## src/core/nfcirq_pkg.sv

```systemverilog
// Package: register map, field positions and carrier types of the interrupt flag block
package nfcirq_pkg;

    localparam int unsigned AW = 8;
    localparam int unsigned DW = 8;
    localparam int unsigned FW = 10;

    // Register offsets
    localparam logic [AW-1:0] ADDR_MASK_MAIN  = 8'h16;
    localparam logic [AW-1:0] ADDR_MASK_TF    = 8'h17;
    localparam logic [AW-1:0] ADDR_MASK_ERRWU = 8'h18;
    localparam logic [AW-1:0] ADDR_MASK_TGT   = 8'h19;
    localparam logic [AW-1:0] ADDR_FLAGS_MAIN = 8'h1A;
    localparam logic [AW-1:0] ADDR_FLAGS_TF   = 8'h1B;
    localparam logic [AW-1:0] ADDR_HK_STATUS  = 8'h20;
    localparam logic [AW-1:0] ADDR_HK_CLEAR   = 8'h21;
    localparam logic [AW-1:0] ADDR_HK_ENABLE  = 8'h22;

    // Reset values and implemented bits
    localparam logic [DW-1:0] MASK_RESET  = 8'h00;
    localparam logic [DW-1:0] FLAG_RESET  = 8'h00;
    localparam logic [DW-1:0] HK_RESET    = 8'h00;
    localparam logic [DW-1:0] MAIN_VALID  = 8'hFE;
    localparam logic [DW-1:0] TF_VALID    = 8'hFF;
    localparam logic [DW-1:0] TGT_VALID   = 8'h7B;
    localparam logic [DW-1:0] HK_VALID    = 8'h07;

    // Main flag and mask bit positions
    localparam int unsigned MAIN_OSC      = 7;
    localparam int unsigned MAIN_FIFO_LVL = 6;
    localparam int unsigned MAIN_RX_START = 5;
    localparam int unsigned MAIN_RX_END   = 4;
    localparam int unsigned MAIN_TX_END   = 3;
    localparam int unsigned MAIN_BIT_COL  = 2;
    localparam int unsigned MAIN_RX_RST   = 1;

    // Timer and field flag and mask bit positions
    localparam int unsigned TF_CMD_DONE   = 7;
    localparam int unsigned TF_NRT        = 6;
    localparam int unsigned TF_GPT        = 5;
    localparam int unsigned TF_FIELD_ON   = 4;
    localparam int unsigned TF_FIELD_OFF  = 3;
    localparam int unsigned TF_CA_COL     = 2;
    localparam int unsigned TF_GUARD      = 1;
    localparam int unsigned TF_BITRATE    = 0;

    // Housekeeping status bit positions
    localparam int unsigned HK_MAIN_LOST  = 0;
    localparam int unsigned HK_TF_LOST    = 1;
    localparam int unsigned HK_BAD_ADDR   = 2;

    // FIFO water levels in bytes
    localparam logic [FW-1:0] FIFO_RX_LEVEL = 10'h12C;
    localparam logic [FW-1:0] FIFO_TX_LEVEL = 10'h0C8;

    typedef struct packed {
        logic [AW-1:0] addr;
        logic [DW-1:0] wdata;
        logic          wr;
        logic          rd;
    } nfcirq_reg_req_t;

    typedef struct packed {
        logic rx_start;
        logic rx_end;
        logic tx_end;
        logic bit_collision;
        logic rx_restart;
    } nfcirq_main_ev_t;

    typedef struct packed {
        logic cmd_done;
        logic nrt_expire;
        logic gpt_expire;
        logic ca_collision;
        logic guard_elapsed;
        logic bitrate_found;
    } nfcirq_tf_ev_t;

    typedef struct packed {
        logic rx_active;
        logic tx_active;
        logic osc_en;
        logic ca_no_ext_field;
        logic own_field_on;
        logic target_mode;
    } nfcirq_ctx_t;

endpackage

```

## src/core/nfcirq_flag_reg.sv

```systemverilog
// Sticky flag register with clear on read, set wins over clear
`timescale 1ns/1ps
`default_nettype none
module nfcirq_flag_reg #(
    parameter int unsigned     W     = 8,
    parameter logic [W-1:0]    VALID = '1
) (
    input  wire logic         clk,
    input  wire logic         rst,
    input  wire logic [W-1:0] set,
    input  wire logic         clr,
    output var  logic [W-1:0] flags,
    output var  logic         lost
);

    logic [W-1:0] flags_q;
    logic [W-1:0] flags_d;

    always_comb begin
        flags_d = ((clr ? '0 : flags_q) | set) & VALID;
    end

    always_ff @(posedge clk or posedge rst) begin
        if (rst) begin
            flags_q <= '0;
        end else begin
            flags_q <= flags_d;
        end
    end

    assign flags = flags_q;
    assign lost  = |(set & flags_q & VALID);
endmodule
`default_nettype wire

```

## src/core/nfcirq_top.sv

```systemverilog
// Interrupt flags, masks and request output of the transceiver control logic
`timescale 1ns/1ps
`default_nettype none
// Notes on behaviour
// RL1: Mask bit one suppresses its event's request; masks reset to zero.
// RL2: Main mask: osc 7, FIFO 6, rx start 5, rx end 4, tx end 3, collision 2, restart 1.
// RL3: Timer/field mask: cmd 7, nrt 6, gpt 5, field on 4, off 3, avoid 2, guard 1, rate 0.
// RL4: Error/wake-up mask: CRC 7, parity 6, soft 5, hard 4, timer 3, amp 2, phase 1, cap 0.
// RL5: Target mask: slot 6, field on 5, auto rx 4, high rate 3, star 1, active 0.
// RL6: Oscillator flag bit 7 set when enabled oscillator settles.
// RL7: While receiving, FIFO level flag set above 300 bytes.
// RL8: While transmitting, FIFO level flag set below 200 bytes.
// RL9: Main flags report rx start, rx end, tx end, collision; read only.
// RL10: Restart flag bit 1 set when a disturbed frame restarts reception.
// RL11: Timer/field flags: command done 7, no-response 6, general timer 5.
// RL12: Field rising above activation sets bit 4, falling sets bit 3.
// RL13: Host clears avoidance flag before avoidance; device sets it on collision.
// RL14: Guard flag bit 1 set after guard time when own field switched on.
// RL15: Bit-rate flag bit 0 set when target mode recognises initiator rate.
// RL16: Reading timer/field flags returns them, then clears all bits; a flag whose event arrives in the read cycle stays set.
// RL17: Reading main flags returns them, then clears all bits; a flag whose event arrives in the read cycle stays set.
// RL18: Interrupt output high while any flag is pending with mask clear.
module nfcirq_top (
    input  wire logic                         clk,
    input  wire logic                         rst,
    input  wire nfcirq_pkg::nfcirq_reg_req_t  reg_req,
    output var  logic [nfcirq_pkg::DW-1:0]    reg_rdata,
    input  wire nfcirq_pkg::nfcirq_main_ev_t  main_ev,
    input  wire nfcirq_pkg::nfcirq_tf_ev_t    tf_ev,
    input  wire nfcirq_pkg::nfcirq_ctx_t      ctx,
    input  wire logic [nfcirq_pkg::FW-1:0]    fifo_count,
    input  wire logic                         osc_stable_pin,
    input  wire logic                         ext_field_pin,
    input  wire logic [nfcirq_pkg::DW-1:0]    errwu_pending,
    input  wire logic [nfcirq_pkg::DW-1:0]    tgt_pending,
    output var  logic                         irq
);

    logic [nfcirq_pkg::DW-1:0] mask_main_q;
    logic [nfcirq_pkg::DW-1:0] mask_tf_q;
    logic [nfcirq_pkg::DW-1:0] mask_errwu_q;
    logic [nfcirq_pkg::DW-1:0] mask_tgt_q;
    logic [nfcirq_pkg::DW-1:0] hk_status_q;
    logic [nfcirq_pkg::DW-1:0] hk_enable_q;
    logic [nfcirq_pkg::DW-1:0] hk_set;
    logic [nfcirq_pkg::DW-1:0] rdata_q;
    logic [nfcirq_pkg::DW-1:0] rdata_d;
    logic [nfcirq_pkg::DW-1:0] main_set;
    logic [nfcirq_pkg::DW-1:0] tf_set;
    logic [nfcirq_pkg::DW-1:0] main_flags;
    logic [nfcirq_pkg::DW-1:0] tf_flags;
    logic                      main_lost;
    logic                      tf_lost;
    logic [1:0]                sync1_q;
    logic [1:0]                sync2_q;
    logic [1:0]                sync3_q;
    logic                      osc_rise;
    logic                      field_rise;
    logic                      field_fall;
    logic                      fifo_cond;
    logic                      fifo_cond_q;
    logic                      rd_main;
    logic                      rd_tf;
    logic                      addr_known;
    logic                      wr_mask_main;
    logic                      wr_mask_tf;
    logic                      wr_mask_errwu;
    logic                      wr_mask_tgt;
    logic                      wr_hk_clear;
    logic                      wr_hk_enable;

    // Address decode
    always_comb begin
        wr_mask_main  = 1'b0;
        wr_mask_tf    = 1'b0;
        wr_mask_errwu = 1'b0;
        wr_mask_tgt   = 1'b0;
        wr_hk_clear   = 1'b0;
        wr_hk_enable  = 1'b0;
        rd_main       = 1'b0;
        rd_tf         = 1'b0;
        addr_known    = 1'b1;
        if (reg_req.addr == nfcirq_pkg::ADDR_MASK_MAIN) begin
            wr_mask_main = reg_req.wr;
        end else if (reg_req.addr == nfcirq_pkg::ADDR_MASK_TF) begin
            wr_mask_tf = reg_req.wr;
        end else if (reg_req.addr == nfcirq_pkg::ADDR_MASK_ERRWU) begin
            wr_mask_errwu = reg_req.wr;
        end else if (reg_req.addr == nfcirq_pkg::ADDR_MASK_TGT) begin
            wr_mask_tgt = reg_req.wr;
        end else if (reg_req.addr == nfcirq_pkg::ADDR_FLAGS_MAIN) begin
            rd_main = reg_req.rd;
        end else if (reg_req.addr == nfcirq_pkg::ADDR_FLAGS_TF) begin
            rd_tf = reg_req.rd;
        end else if (reg_req.addr == nfcirq_pkg::ADDR_HK_STATUS) begin
            addr_known = 1'b1;
        end else if (reg_req.addr == nfcirq_pkg::ADDR_HK_CLEAR) begin
            wr_hk_clear = reg_req.wr;
        end else if (reg_req.addr == nfcirq_pkg::ADDR_HK_ENABLE) begin
            wr_hk_enable = reg_req.wr;
        end else begin
            addr_known = 1'b0;
        end
    end

    // RL1: mask storage, reset zero
    always_ff @(posedge clk or posedge rst) begin
        if (rst) begin
            mask_main_q  <= nfcirq_pkg::MASK_RESET;
            mask_tf_q    <= nfcirq_pkg::MASK_RESET;
            mask_errwu_q <= nfcirq_pkg::MASK_RESET;
            mask_tgt_q   <= nfcirq_pkg::MASK_RESET;
        end else begin
            // RL2: main mask bit 0 unused
            if (wr_mask_main) begin
                mask_main_q <= reg_req.wdata & nfcirq_pkg::MAIN_VALID;
            end
            // RL3: timer/field mask all bits
            if (wr_mask_tf) begin
                mask_tf_q <= reg_req.wdata & nfcirq_pkg::TF_VALID;
            end
            // RL4: error/wake-up mask all bits
            if (wr_mask_errwu) begin
                mask_errwu_q <= reg_req.wdata;
            end
            // RL5: target mask reserved bits
            if (wr_mask_tgt) begin
                mask_tgt_q <= reg_req.wdata & nfcirq_pkg::TGT_VALID;
            end
        end
    end

    // Pin synchronisers: bit 0 oscillator, bit 1 field
    always_ff @(posedge clk or posedge rst) begin
        if (rst) begin
            sync1_q <= 2'h0;
            sync2_q <= 2'h0;
            sync3_q <= 2'h0;
        end else begin
            sync1_q <= {ext_field_pin, osc_stable_pin};
            sync2_q <= sync1_q;
            sync3_q <= sync2_q;
        end
    end

    assign osc_rise   = sync2_q[0] & ~sync3_q[0];
    assign field_rise = sync2_q[1] & ~sync3_q[1];
    assign field_fall = ~sync2_q[1] & sync3_q[1];

    // RL7: receive water level
    // RL8: transmit water level
    always_comb begin
        fifo_cond = (ctx.rx_active && (fifo_count > nfcirq_pkg::FIFO_RX_LEVEL))
                 || (ctx.tx_active && (fifo_count < nfcirq_pkg::FIFO_TX_LEVEL));
    end

    always_ff @(posedge clk or posedge rst) begin
        if (rst) begin
            fifo_cond_q <= 1'b0;
        end else begin
            fifo_cond_q <= fifo_cond;
        end
    end

    // Main flag sources
    always_comb begin
        main_set = nfcirq_pkg::FLAG_RESET;
        // RL6: oscillator settled
        main_set[nfcirq_pkg::MAIN_OSC]      = osc_rise & ctx.osc_en;
        main_set[nfcirq_pkg::MAIN_FIFO_LVL] = fifo_cond & ~fifo_cond_q;
        // RL9: receive, transmit, collision
        main_set[nfcirq_pkg::MAIN_RX_START] = main_ev.rx_start;
        main_set[nfcirq_pkg::MAIN_RX_END]   = main_ev.rx_end;
        main_set[nfcirq_pkg::MAIN_TX_END]   = main_ev.tx_end;
        main_set[nfcirq_pkg::MAIN_BIT_COL]  = main_ev.bit_collision;
        // RL10: disturbed frame restart
        main_set[nfcirq_pkg::MAIN_RX_RST]   = main_ev.rx_restart;
    end

    // Timer and field flag sources
    always_comb begin
        tf_set = nfcirq_pkg::FLAG_RESET;
        // RL11: command and timers
        tf_set[nfcirq_pkg::TF_CMD_DONE]  = tf_ev.cmd_done;
        tf_set[nfcirq_pkg::TF_NRT]       = tf_ev.nrt_expire;
        tf_set[nfcirq_pkg::TF_GPT]       = tf_ev.gpt_expire;
        // RL12: external field edges
        tf_set[nfcirq_pkg::TF_FIELD_ON]  = field_rise;
        tf_set[nfcirq_pkg::TF_FIELD_OFF] = field_fall;
        // RL13: avoidance collision
        tf_set[nfcirq_pkg::TF_CA_COL]    = tf_ev.ca_collision;
        // RL14: guard time elapsed
        tf_set[nfcirq_pkg::TF_GUARD]     = tf_ev.guard_elapsed & ctx.ca_no_ext_field
                                         & ctx.own_field_on;
        // RL15: bit rate recognised
        tf_set[nfcirq_pkg::TF_BITRATE]   = tf_ev.bitrate_found & ctx.target_mode;
    end

    // RL17: main flags clear on read
    nfcirq_flag_reg #(
        .W     (nfcirq_pkg::DW),
        .VALID (nfcirq_pkg::MAIN_VALID)
    ) u_main_flags (
        .clk   (clk),
        .rst   (rst),
        .set   (main_set),
        .clr   (rd_main),
        .flags (main_flags),
        .lost  (main_lost)
    );

    // RL16: timer/field flags clear on read
    nfcirq_flag_reg #(
        .W     (nfcirq_pkg::DW),
        .VALID (nfcirq_pkg::TF_VALID)
    ) u_tf_flags (
        .clk   (clk),
        .rst   (rst),
        .set   (tf_set),
        .clr   (rd_tf),
        .flags (tf_flags),
        .lost  (tf_lost)
    );

    // Housekeeping events
    always_comb begin
        hk_set = nfcirq_pkg::HK_RESET;
        hk_set[nfcirq_pkg::HK_MAIN_LOST] = main_lost;
        hk_set[nfcirq_pkg::HK_TF_LOST]   = tf_lost;
        hk_set[nfcirq_pkg::HK_BAD_ADDR]  = (reg_req.wr | reg_req.rd) & ~addr_known;
    end

    // Sticky status, set wins over write clear
    always_ff @(posedge clk or posedge rst) begin
        if (rst) begin
            hk_status_q <= nfcirq_pkg::HK_RESET;
        end else if (wr_hk_clear) begin
            hk_status_q <= ((hk_status_q & ~reg_req.wdata) | hk_set) & nfcirq_pkg::HK_VALID;
        end else begin
            hk_status_q <= (hk_status_q | hk_set) & nfcirq_pkg::HK_VALID;
        end
    end

    always_ff @(posedge clk or posedge rst) begin
        if (rst) begin
            hk_enable_q <= nfcirq_pkg::HK_RESET;
        end else if (wr_hk_enable) begin
            hk_enable_q <= reg_req.wdata & nfcirq_pkg::HK_VALID;
        end
    end

    // Read mux, data valid one cycle after strobe
    always_comb begin
        rdata_d = '0;
        if (reg_req.rd) begin
            if (reg_req.addr == nfcirq_pkg::ADDR_MASK_MAIN) begin
                rdata_d = mask_main_q;
            end else if (reg_req.addr == nfcirq_pkg::ADDR_MASK_TF) begin
                rdata_d = mask_tf_q;
            end else if (reg_req.addr == nfcirq_pkg::ADDR_MASK_ERRWU) begin
                rdata_d = mask_errwu_q;
            end else if (reg_req.addr == nfcirq_pkg::ADDR_MASK_TGT) begin
                rdata_d = mask_tgt_q;
            end else if (reg_req.addr == nfcirq_pkg::ADDR_FLAGS_MAIN) begin
                rdata_d = main_flags;
            end else if (reg_req.addr == nfcirq_pkg::ADDR_FLAGS_TF) begin
                rdata_d = tf_flags;
            end else if (reg_req.addr == nfcirq_pkg::ADDR_HK_STATUS) begin
                rdata_d = hk_status_q;
            end else if (reg_req.addr == nfcirq_pkg::ADDR_HK_ENABLE) begin
                rdata_d = hk_enable_q;
            end else begin
                rdata_d = '0;
            end
        end
    end

    always_ff @(posedge clk or posedge rst) begin
        if (rst) begin
            rdata_q <= '0;
        end else begin
            rdata_q <= rdata_d;
        end
    end

    assign reg_rdata = rdata_q;

    // RL18: unmasked pending request
    always_comb begin
        irq = |(main_flags & ~mask_main_q)
           || |(tf_flags & ~mask_tf_q)
           || |(errwu_pending & ~mask_errwu_q)
           || |(tgt_pending & ~mask_tgt_q & nfcirq_pkg::TGT_VALID)
           || |(hk_status_q & hk_enable_q);
    end
endmodule
`default_nettype wire

```

## config.mk

```make
export PLATFORM = sky130hd
export DESIGN_NAME = nfcirq_top
export DESIGN_NICKNAME = d
export VERILOG_FILES = /design/src/core/nfcirq_pkg.sv /design/src/core/nfcirq_flag_reg.sv /design/src/core/nfcirq_top.sv
export SDC_FILE = /design/constraint.sdc
export NUM_CORES = 1
export LEC_CHECK = 0
export ABC_AREA = 1
export BUFFER_PORTS_ARGS = -buffer_cell sky130_fd_sc_hd__buf_2
export CORE_UTILIZATION = 51
export DETAILED_ROUTE_END_ITERATION = 6
export GPL_TIMING_DRIVEN = 0
export HOLD_SLACK_MARGIN = 0.02
export PLACE_DENSITY = 0.76
export SYNTH_ARGS = -nofsm -noshare
export SYNTH_HDL_FRONTEND = slang
export SYNTH_SLANG_ARGS = --single-unit
```

## constraint.sdc

```tcl
create_clock -name clk -period 3.28 [get_ports clk]
set_input_delay 0.164 -clock clk [delete_from_list [all_inputs] [get_ports clk]]
set_output_delay 0.164 -clock clk [all_outputs]
set_load 0.05 [all_outputs]
```

* Yosys cells after proc, flatten, opt, wreduce, memory -nomap -nowiden
Index checks and enable logic that the tools add are counted.
** Cells by class
- $lt $le $gt $ge :: 2
- Eq/ne operators :: 9
- Multiplexer cells :: 59
- Bitwise gates (word level) :: 32
- Reduce and logical (&&, ||, !) cells :: 14
** Operators with widths (count)
- $mux 8 :: 9
- $eq 8x5->1 const B :: 6
- $mux 1 :: 47
- $and 8x8->8 :: 5
- $reduce_or 8->1 :: 5
- $eq 8x6->1 const B :: 3
- $not 8->8 :: 3
- $or 8x8->8 :: 2
- $gt 10x9->1 const B :: 1
- $lt 10x8->1 const B :: 1
- $and 1x1->1 :: 9
- $mux 3 :: 3
- $and 7x7->7 :: 1
- $not 7->7 :: 1
- $reduce_or 7->1 :: 1
- $and 3x3->3 :: 2
- $or 3x3->3 :: 2
- $reduce_or 6->1 :: 1
- $logic_or 1x1->1 :: 5
- $not 1->1 :: 5
- $not 3->3 :: 1
- $logic_and 1x1->1 :: 2
- $or 1x1->1 :: 1
** Storage, ports and cells
- Bits in registers :: 65
- Input bits :: 65
- Output and inout port bits :: 9
- Word-level logic and storage cells :: 129

* Depth between registers and ports, before layout
Gate-level depths: netlist of the first run.
- Word-level depth :: 14
- Gate-level depth with buffers :: 11

* Cells and area by module
Synthesis of the first run repeated with hierarchy kept, for this count alone.
** Second synthesis, totals
- Cells, all modules :: 445
- Area, all modules :: 3500.9 sq um
** Modules (own cells, without submodules)
- nfcirq_top :: instances 1, cells an instance 366, area an instance 2780.2 sq um
- nfcirq_flag_reg at u_tf_flags :: instances 1, cells an instance 41, area an instance 399.1 sq um
- nfcirq_flag_reg at u_main_flags :: instances 1, cells an instance 38, area an instance 321.6 sq um

* Worst setup path before layout of the first run
Ideal clock, no wire load.
- Path type :: reg2out
- Start :: register u_tf_flags.flags_q[2] (netlist: u_tf_flags.flags[2])
- End :: output port irq
- Data arrival time :: 1321 ps
- Setup slack :: 1795 ps
- Stages on the path, launching flop included :: 8
- Cells stage by stage :: dfrtp_1 -> inv_1 -> or2_2 -> o221ai_1 -> nor3_1 -> nand2_1 -> nor3_1 -> nand3_1
** On the way
- Cells in the longest elaborated chain, start to end :: 6
** Ends and longest elaborated chain
- start: declaration :: RTL line nfcirq_flag_reg.sv:16 : logic [W-1:0] flags_q;
- start signal: assignment :: RTL line nfcirq_flag_reg.sv:27 : flags_q <= flags_d;
- $and 8x8->8 :: RTL line nfcirq_top.sv:291 : || |(tf_flags & ~mask_tf_q)
- $reduce_or 8->1 :: RTL line nfcirq_top.sv:291
- $logic_or 1x1->1 :: RTL line nfcirq_top.sv:291
- $logic_or 1x1->1 :: RTL line nfcirq_top.sv:292 : || |(errwu_pending & ~mask_errwu_q)
- $logic_or 1x1->1 :: RTL line nfcirq_top.sv:293 : || |(tgt_pending & ~mask_tgt_q & nfcirq_pkg::TGT_VALID)
- $logic_or 1x1->1 :: RTL line nfcirq_top.sv:294 : || |(hk_status_q & hk_enable_q);
- end: declaration :: RTL line nfcirq_top.sv:36 : output var logic irq
Every way passes these cells.

* Worst setup path after layout of the first run
Ends and elaborated chain as after synthesis.

==> results of run 1 <==
## registers in the layout, indices dropped and copies added (netlist names)
signal              count
mask_tgt_q              6
reg_rdata               8
sync1_q                 2
hk_enable_q             3
sync2_q                 2
fifo_cond_q             1
u_main_flags.flags      7
hk_status_q             3
sync3_q                 2
u_tf_flags.flags        8
mask_main_q             7
mask_tf_q               8
mask_errwu_q            8
## routing by layer
metal	routed length, um	up-vias	GRT usage, %
met5	0	-	0
met4	228	0	14.4
met1	3850	1428	37.5
li1	-	1504	-
met3	571	18	4.73
met2	4030	126	45.2
## synth_stat cells
library cell	instances	area share (%)
nand2_1	97	11
inv_1	66	7.5
dfrtp_1	65	49
o21ai_0	34	5.2
o21ai_1	19	2.9
nand3_1	18	2.7
nor2_1	17	1.9
o22ai_1	9	1.7
a21oi_1	8	1.2
inv_2	8	0.91
o21ai_2	6	1.6
nor2_4	5	1.7
o211ai_1	5	1.1
o21bai_1	5	1.1
nand4_1	4	0.76
nor2_2	4	0.76
nor3_1	4	0.61
o221ai_1	4	1.1
buf_2	3	0.46
nand3b_1	3	0.68
nor4_1	3	0.57
o2111ai_1	3	0.80
or2_2	3	0.57
nand2_2	2	0.38
nand3_4	2	1.1
buf_6	1	0.34
clkbuf_1	1	0.11
nand2_4	1	0.34
nand3_2	1	0.30
nor3_2	1	0.30
o21a_1	1	0.23
o31ai_1	1	0.23
or2_0	1	0.19
## layout make-up
cell class / instances / area share, %
well taps: 75 / 2.32
clock inverters: 6 / 2.23
plain buffers: 5 / 0.743
multi-input cells: 261 / 33.5
repair buffers: 77 / 10.7
flip-flops and latches: 65 / 40.2
clock buffers: 10 / 3.41
inverters: 74 / 6.87
## critical path: stages, from the launching register on
cell and delay [ns]:
dfrtp_1 0.38, inv_1 0.12, or2_2 0.12, o221ai_1 0.09, nor3_1 0.17, nand2_1 0.08
nor3_1 0.20, nand3_1 0.10, buf_2 0.22
## through the flow
stage	util [%]	std cells	setup WS (ns)	total power, mW	hold WS, ns
after floorplan	-	405	1.49	0.940	0.195
after global placement	61.6	550	0.800	1.01	0.273
after detailed placement	61.9	551	1.65	1.02	0.269
after CTS	66.7	573	1.25	1.79	0.0232
after global routing	66.7	573	1.16	1.85	0.0322
final	66.7	573	1.28	1.78	0.0356
## logic make-up after synthesis
| group | Yosys count | share of synthesized area (%) |
|---|---|---|
| AO/OA/AOI/OAI | 95 | 17.2 |
| buffers and inverters | 79 | 9.36 |
| flip-flops | 65 | 49.4 |
| AND/OR/NAND/NOR | 166 | 24.0 |
## repair_timing
item,4_1_cts,5_1_grt
resized for setup,0,0
hold buffers,6,0
setup buffers,0,0
endpoints found under the hold margin,32,0
## power groups by stage
stage / Clock [mW] / Combinational (mW) / Sequential (mW)
5_1_grt: 0.819 / 0.180 / 0.849
3_3_place_gp: 0 / 0.146 / 0.861
4_1_cts: 0.786 / 0.160 / 0.846
3_5_place_dp: 0 / 0.154 / 0.862
2_1_floorplan: 0 / 0.0834 / 0.856
6_report: 0.773 / 0.158 / 0.848
## worst max-delay path by stage
stage	slack (ns)	to	start
CTS	1.25	irq	u_tf_flags.flags[2]
global placement	0.80	hk_status_q[1]	rst
finish	1.28	irq	u_tf_flags.flags[2]
floorplan	1.49	fifo_cond_q	rst
global route	1.16	irq	u_tf_flags.flags[2]
detailed placement	1.65	irq	u_tf_flags.flags[2]
==> metrics.md, run 1 <==
| Metric | Value |
|---|---|
| Status | finished clean |
| DRT Pass-1 Iters | 5 |
| IO Count | 74 |
| Total Negative Setup Slacks | 0 ns |
| Largest net degree at the start of global routing | 39 |
| HP Start | main_ev[2] |
| Vias in the first global route | about 2,800 |
| Clock share of power | 43.5% |
| Clock tree buffer depth | 2 |
| Sw Pwr | 0.437 mW |
| WL/cell | roughly 15 um |
| Final Skew | between 0.005 and 0.006 ns |
| Routability congestion estimate | ~0.96 |
| Seq pwr share | 47.6% |
| Leading cell type in the layout, fill and taps excluded | nand2_1 |
| Minimum clock period | about 2 ns |
| Syn Area/Cell | 8.12 um^2 |
| Root Driver | clkbuf_8 |
| Initial antenna violation count | 0 |
| FILL cells | ~530 |
| Reg clk slew, reported paths | around 0.080 ns |
| Max Clk Rate | 500 MHz |
| Reg-to-reg setup timing slack | between 1.5 and 2 ns |
| Detailed placement HPWL | a little under 7000 um |
| Multi-input gate area | between 0.001 and 0.0015 mm^2 |
| Drt drc | 0 |
| Internal power | between 1 and 1.5 mW |
| Area grow syn2layout | 22.9% |
| First-pass GRT wire length | about 14,000 um |
| Clock Sinks | 65 |
| Logic pwr share | around 8.9% |
| Seq/Total Area, Yosys | roughly 49% |
| Clock buffer count from CTS | 9 |
| Die height | around 82 um |
| RR Endpoint | hk_status_q[1] |
| Worst min path class | in -> reg |
| Clk Latency, worst-skew pair | 0.35 ns |
| Max-slew violations | 0 |
| Ant diodes | 0 |
| Floorplan core area | between 0.006 and 0.007 mm^2 |
| Critical Path RT | roughly 3.1 ns |
| Max Cap Viol | 0 |
| Ratio of cells with drive above 1 in the final layout | between 20% and 30% |
| Overall routing resource usage | between 20% and 30% |
| Register area | 0.00163 mm^2 |
| Width of the die | between 80 and 90 um |
| Crit Path Max Fanout | 3 |
| Die area | about 0.0068 mm^2 |
| Crit path launch type | register |
| RSZ-0062 raised after global routing | false |
| Synthesis-stage register bit count | between 60 and 70 |
| Mapped Nets | 470 |
| Vias per inst | roughly 5.4 |
| Hold Path End | u_main_flags.flags[3] |
| Max-slew headroom | 59.6% |
| R2R depth | 4 |
| PD cells | roughly 440 mW/mm^2 |
| Syn. warnings | 0 |
| Area of the mapped netlist | between 0.003 and 0.004 mm^2 |
| Total Wirelength | ~8700 um |
| Worst VDD drop | 0.420 mV |
| Crit end category | output pin |
| Cell variety after synth | 33 |
| Post-Synthesis Cells | slightly above 400 |
| Hold path depth | 2 |
| FF-to-FF Start | u_tf_flags.flags[4] |
| CP Class | reg -> out |
| Starting Density | a little over half |
| Net Sw Frac | ~25% |
| Placed Instance Area | 0.00375 mm^2 |
| H-Tree Depth | 3 |
| Pleak | approximately 2.1 nW |
| GRT Residual Overflow | 0 |
| Setup violators final | 0 |
| Vias | 3,076 |
| Rows | 28 |
| Post-route ant nets | 0 |
| Nets | ~560 |
| Buffers on Ports | 70 |
| DR iter-0 viols | roughly 250 |
| CTS tree | yes |
| Least-Margin Pin Slew | about 0.6 ns |
| Commonest non-fill, non-tap cells in the layout | 97 x nand2_1, 73 x buf_2, 65 x inv_1, 65 x dfrtp_1, 34 x o21ai_0 |
| Post-route cell area | a little over 0.004 mm^2 |
| Fin crit share | 61.0% |
| Hold Vio Cnt, Final | 0 |
| CP arrival | 1.84 ns |
Note: power is estimated with default switching activity, not from simulation.
==> run 2, diff against run 1 <==
Settings changed: CORE_UTILIZATION 51 to 49.
Clock period 3.28 ns to 1.7 ns, I/O delays scaled along.
==> run 2 against run 1 <==
Combinational power grew 110%. Setup slack lost 1.3 ns. The run now ends with design-rule violations, negative setup slack left. Register-to-register slack lost 1.5 ns. Total power grew 74%. Sequential share of layout area shrank 0.77 points. Sequential power grew 93%. Non-clock buffer count grew 12. Via count grew 2.1%.
==> metrics.md, run 2 (same netlist as run 1, synthesis figures left out) <==
| Metric | Value |
|---|---|
| PD cells | between 700 and 800 mW/mm^2 |
| Status | complete, but fails checks |
| Crit end category | output pin |
| WL/cell | 15.9 um |
| Die area | about 0.0070 mm^2 |
| Total Negative Setup Slacks | -0.0650 ns |
| Least-Margin Pin Slew | 0.582 ns |
| Post-layout worst setup margin | -0.0650 ns |
| Vias in the first global route | ~3,000 |
| Die height | ~84 um |
| Worst VDD drop | ~0.55 mV |
| CTS tree | yes |
| Setup violators final | 1 |
| Max Cap Viol | 0 |
| Post-Place Setup Slack | 0.134 ns |
| Max Clk Rate | between 500 and 600 MHz |
| Leading cell type in the layout, fill and taps excluded | nand2_1 |
| Starting Density | 51.2% |
| CP Class | reg -> out |
| Vias | 3,140 |
| Commonest non-fill, non-tap cells in the layout | 97 x nand2_1, 72 x buf_2, 65 x dfrtp_1, 61 x inv_1, 34 x o21ai_0 |
| Minimum clock period | approximately 1.8 ns |
| Clock Sinks | between 60 and 70 |
| Routability congestion estimate | a little over 0.9 |
| Overall routing resource usage | between 20% and 30% |
| Clock tree buffer depth | 2 |
| DRT Pass-1 Iters | 7 |
| Ratio of cells with drive above 1 in the final layout | between 20% and 30% |
| Area grow syn2layout | 25.3% |
| Fin crit share | 104% |
| GRT Residual Overflow | 0 |
| First-pass GRT wire length | 15,100 um |
| Ant diodes | 0 |
| Width of the die | around 84 um |
| Clk Latency, worst-skew pair | approximately 0.35 ns |
| DR iter-0 viols | roughly 250 |
| Initial antenna violation count | 0 |
| Nets | 570 |
| Critical Path RT | 1.62 ns |
| Crit Path Max Fanout | 2 |
| Root Driver | clkbuf_8 |
| Vias per inst | ~5.4 |
| Hold Vio Cnt, Final | 0 |
| IO Count | 74 |
| H-Tree Depth | 3 |
| Pleak | 2.11 nW |
| Drt drc | 10 |
| Failing checks | design-rule violations, negative setup slack |
| Crit path launch type | register |
| Max-slew headroom | between 60% and 70% |
| Final Skew | 0.00404 ns |
| Total Wirelength | about 9300 um |
| Detailed placement HPWL | around 6900 um |
| Rows | 29 |
| Post-route ant nets | 0 |
| Worst min path class | in -> reg |
| CP arrival | between 1.5 and 2 ns |
| Largest net degree at the start of global routing | 66 |
| Reg clk slew, reported paths | 0.07 ns |
| Buffers on Ports | 70 |
| Clock buffer count from CTS | 9 |
| RSZ-0062 raised after global routing | true |
| Floorplan core area | between 0.006 and 0.007 mm^2 |
| Max-slew violations | 0 |
## run 2: cell types whose count changed in the layout (fill, tap and decap cells not counted), sizes merged
cell         before  now
clkinvlp          1    2
bufinv            2    0
dlygate4sd3       6   16
inv              75   73
buf              75   77
clkbuf           11   13
## run 2: worst paths after layout
check / startpoint / endpoint / slack, ns / depth (start not counted)
hold reg to reg: sync1_q[0] / sync2_q[0] / 0.35 / 0
setup / recovery: u_tf_flags.flags[2] / irq / -0.07 / 8
max in group asynchronous: rst / reg_rdata[3] / 0.78 / 4
min in group asynchronous: rst / mask_errwu_q[4] / 0.35 / 3
setup reg to reg: u_tf_flags.flags[4] / hk_status_q[1] / 0.42 / 4
hold / removal: reg_req[9] / mask_errwu_q[7] / 0.03 / 3
## run 2: per-layer routing
layer,GRT usage [%],share of wire (%),vias to the layer above
met5,0,0,-
met1,37.2,45,1499
met4,8.46,2.1,0
li1,-,-,1526
met2,47.6,49,102
met3,5.93,4.5,13
## run 2: cell type report
class                      count  area (um^2)
buffer                         5         30.0
clock buffer                  12          145
clock inverter                 3         17.5
fill                         556         2300
inverter                      74          282
multi-input combinational    261         1370
sequential                    65         1630
tap                           77         96.3
timing repair buffer          89          552
## run 2: what timing repair did
item / in CTS / in global routing
hold buffers: 15 / 1
endpoints found under the setup margin: 1 / 1
pin swaps: 3 / 2
gates resized for setup: 6 / 3
buffers inserted: 1 / 1
endpoints found under the hold margin: 13 / 25
## run 2: power breakdown
group	switching [mW]	leakage, nW	internal (mW)	total (mW)
registers	0.0444	0.793	1.60	1.64
clock network	0.567	0.0822	0.556	1.12
logic	0.186	1.24	0.140	0.326
## run 2: per-stage QoR
stage                     instance area (um^2)  cells  hold slack (ns)  util (%)  total power, mW
final                                     4120    586           0.0253      64.2             3.09
after floorplan                           3290    405            0.116         -             1.81
after detailed placement                  3740    552            0.194      58.2             1.96
after global routing                      4120    586           0.0442      64.2             3.23
after global placement                    3740    552            0.193      58.2             1.94
after CTS                                 4080    583           0.0217      63.6             3.10
## run 2: critical path, cell delays in order (launching register included)
cell	delay (ns)
dfrtp_1	0.39
inv_2	0.06
or2_2	0.10
o221ai_2	0.09
nor3_2	0.13
nand2_1	0.09
nor3_2	0.14
nand3_1	0.14
buf_6	0.18
==> run 3, diff against run 2 <==
Settings changed: BUFFER_PORTS_ARGS -buffer_cell sky130_fd_sc_hd__buf_2 to -buffer_cell sky130_fd_sc_hd__clkbuf_2.
==> run 3 against run 2 <==
The flow still finishes with violations (design-rule violations, negative setup slack). Total power is 0.27% lower. Sequential power hardly changed. Sequential cell count stayed put. Utilization is 0.33 points lower. Critical path depth stayed put. Critical endpoint unchanged. Global-route usage is 1.7 points lower. Non-clock buffer count is 3 lower. Clock power hardly changed. Clock skew is 0.0028 ns higher. First-iteration DRC count is 1.6% higher.
==> metrics.md, run 3 (same netlist as run 1, synthesis figures left out) <==
| Metric | Value |
|---|---|
| Leading cell type in the layout, fill and taps excluded | nand2_1 |
| Area grow syn2layout | 24.6% |
| Vias per inst | between 5 and 6 |
| Max Clk Rate | about 570 MHz |
| CTS tree | yes |
| Vias | ~3,100 |
| GRT Residual Overflow | 0 |
| Largest net degree at the start of global routing | 66 |
| Pleak | between 2 and 2.5 nW |
| Width of the die | between 80 and 90 um |
| Met3 routed WL | between 500 and 600 um |
| Met2 wire len | approximately 4100 um |
| Top Metal Used | met4 |
| WL/cell | 15.0 um |
| Die height | around 84 um |
| Clock share of power | 36.5% |
| First-pass GRT wire length | 14,400 um |
| Hold path depth | 3 |
| DR iter-0 viols | about 250 |
| Crit end category | output pin |
| FILL cells | between 500 and 600 |
| Drt drc | 10 |
| Post-CTS Setup Bufs | 0 |
| Least-Margin Pin Slew | between 0.4 and 0.5 ns |
| Crit-path cells | inv_2 > or2_2 > o221ai_2 > nor3_2 > nand2_1 > nor3_2 > nand3_1 > buf_8 |
| IO Count | 74 |
| Crit Path Max Fanout | 3 |
| Vias in the first global route | ~3,000 |
| Total Wirelength | slightly below 9000 um |
| Worst min path class | in -> reg |
| Routability congestion estimate | roughly 0.93 |
| DRT Pass-1 Iters | 7 |
| Max Cap Viol | 0 |
| PD cells | between 700 and 800 mW/mm^2 |
| Logic pwr share | between 10% and 20% |
| Clock buffer count from CTS | 9 |
| Utilization after layout | a little under two thirds |
| Crit-path most repeated cell | nor3_2 |
| Max-slew violations | 0 |
| Initial antenna violation count | 0 |
| Nets | 567 |
| Hold Vio Cnt, Final | 0 |
| Net Sw Frac | between 20 and 30% |
| CP max stage delay | 0.39 ns |
| Total Negative Setup Slacks | -0.0600 ns |
| Ant diodes | 0 |
| Reg clk slew, reported paths | 0.07 ns |
| H-Tree Depth | 3 |
| Detailed placement HPWL | roughly 6700 um |
| Fin crit share | 104% |
| Floorplan core area | 0.00642 mm^2 |
| Sw Pwr | between 0.7 and 0.8 mW |
| Crit path launch type | register |
| Setup violators final | 1 |
| Status | complete, but fails checks |
| RSZ-0062 raised after global routing | true |
| Ratio of cells with drive above 1 in the final layout | between 20% and 30% |
| Rows | 29 |
| Worst VDD drop | approximately 0.46 mV |
| Minimum clock period | 1.76 ns |
| Starting Density | roughly 50% |
| CP arrival | around 1.7 ns |
| Post-layout worst setup margin | -0.0600 ns |
| Seq pwr share | 53.1% |
| Clock Sinks | 65 |
| Overall routing resource usage | 26.7% |
| Max-slew headroom | approximately two thirds |
| Hold Path End | fifo_cond_q |
| R2R depth | 4 |
| Post-route ant nets | 0 |
| HP Start | ctx[5] |
| Failing checks | design-rule violations, negative setup slack |
| Reg-to-reg setup timing slack | between 0.4 and 0.5 ns |
| Met1 WL | between 3000 and 4000 um |
| CP Class | reg -> out |
| Clock tree buffer depth | 2 |
| Internal power | approximately 2.3 mW |
| Buffers on Ports | 70 |
| Final Skew | around 0.007 ns |
| Critical Path RT | around 1.6 ns |
| Die area | 0.00705 mm^2 |
| Clk Latency, worst-skew pair | 0.33 ns |
| RR Endpoint | hk_status_q[1] |
| FF-to-FF Start | u_tf_flags.flags[4] |
| CP max stage cell | dfrtp_1 |
| Commonest non-fill, non-tap cells in the layout | 97 x nand2_1, 69 x clkbuf_2, 65 x dfrtp_1, 63 x inv_1, 34 x o21ai_0 |
| Root Driver | clkbuf_8 |
-- run 3: cell types whose count changed in the layout (fill, tap and decap cells not counted) --
cell           before  now
clkbuf_2            0   69
dlygate4sd3_1      16   15
buf_4               2    0
inv_2              12   10
buf_8               0    1
buf_6               2    1
inv_1              61   63
buf_2              72    3
-- run 3: critical path, delay by kind of cell (launching register included) --
kind            cells  cell delay, ns
simple gates        5            0.60
flops               1            0.39
buf+inv             2            0.26
compound gates      1            0.08
-- run 3: how the worst max path moves through the flow --
stage,startpoint,to,cells past startpoint
CTS,u_tf_flags.flags[2],irq,8
detailed placement,u_tf_flags.flags[2],irq,8
global placement,u_tf_flags.flags[2],irq,8
floorplan,u_tf_flags.flags[2],irq,7
global route,u_tf_flags.flags[2],irq,8
finish,u_tf_flags.flags[2],irq,8
-- run 3: what timing repair did --
item	in CTS	in global routing
pin swaps	3	2
hold endpoints to repair	13	20
endpoints found under the setup margin	1	1
gates resized for setup	6	2
hold buffers	14	1
-- run 3: area by class of cell --
| cell class | instances | area (um^2) | area share (%) |
|---|---|---|---|
| flip-flops and latches | 65 | 1630 | 39.7 |
| multi-input cells | 261 | 1370 | 33.5 |
| plain buffers | 5 | 30.0 | 0.733 |
| well taps | 77 | 96.3 | 2.35 |
| clock buffers | 12 | 145 | 3.54 |
| inverters | 74 | 282 | 6.87 |
| clock inverters | 3 | 17.5 | 0.427 |
| repair buffers | 86 | 531 | 12.9 |
-- run 3: power groups by stage --
stage          Combinational, mW  Sequential, mW  Clock, mW
2_1_floorplan              0.161            1.65          0
3_3_place_gp               0.283            1.66          0
3_5_place_dp               0.290            1.66          0
4_1_cts                    0.317            1.63       1.14
5_1_grt                    0.362            1.64       1.21
6_report                   0.321            1.64       1.12
-- run 3: through the flow --
step                      cells  total power, mW  hold WS, ns  setup slack [ns]  area, um^2
final                       583             3.08       0.0316           -0.0600        4100
after global routing        583             3.21       0.0546            -0.174        4100
after CTS                   581             3.09       0.0243            -0.197        4070
after detailed placement    552             1.95        0.195             0.100        3740
after global placement      552             1.95        0.193             0.121        3740
after floorplan             405             1.81        0.116             0.294        3290
-- run 3: routing by layer --
metal / global-route usage, % / up-vias
met2: 43.8 / 130
met3: 5.74 / 19
met1: 35.3 / 1416
met5: 0 / -
li1: - / 1514
met4: 9.09 / 0
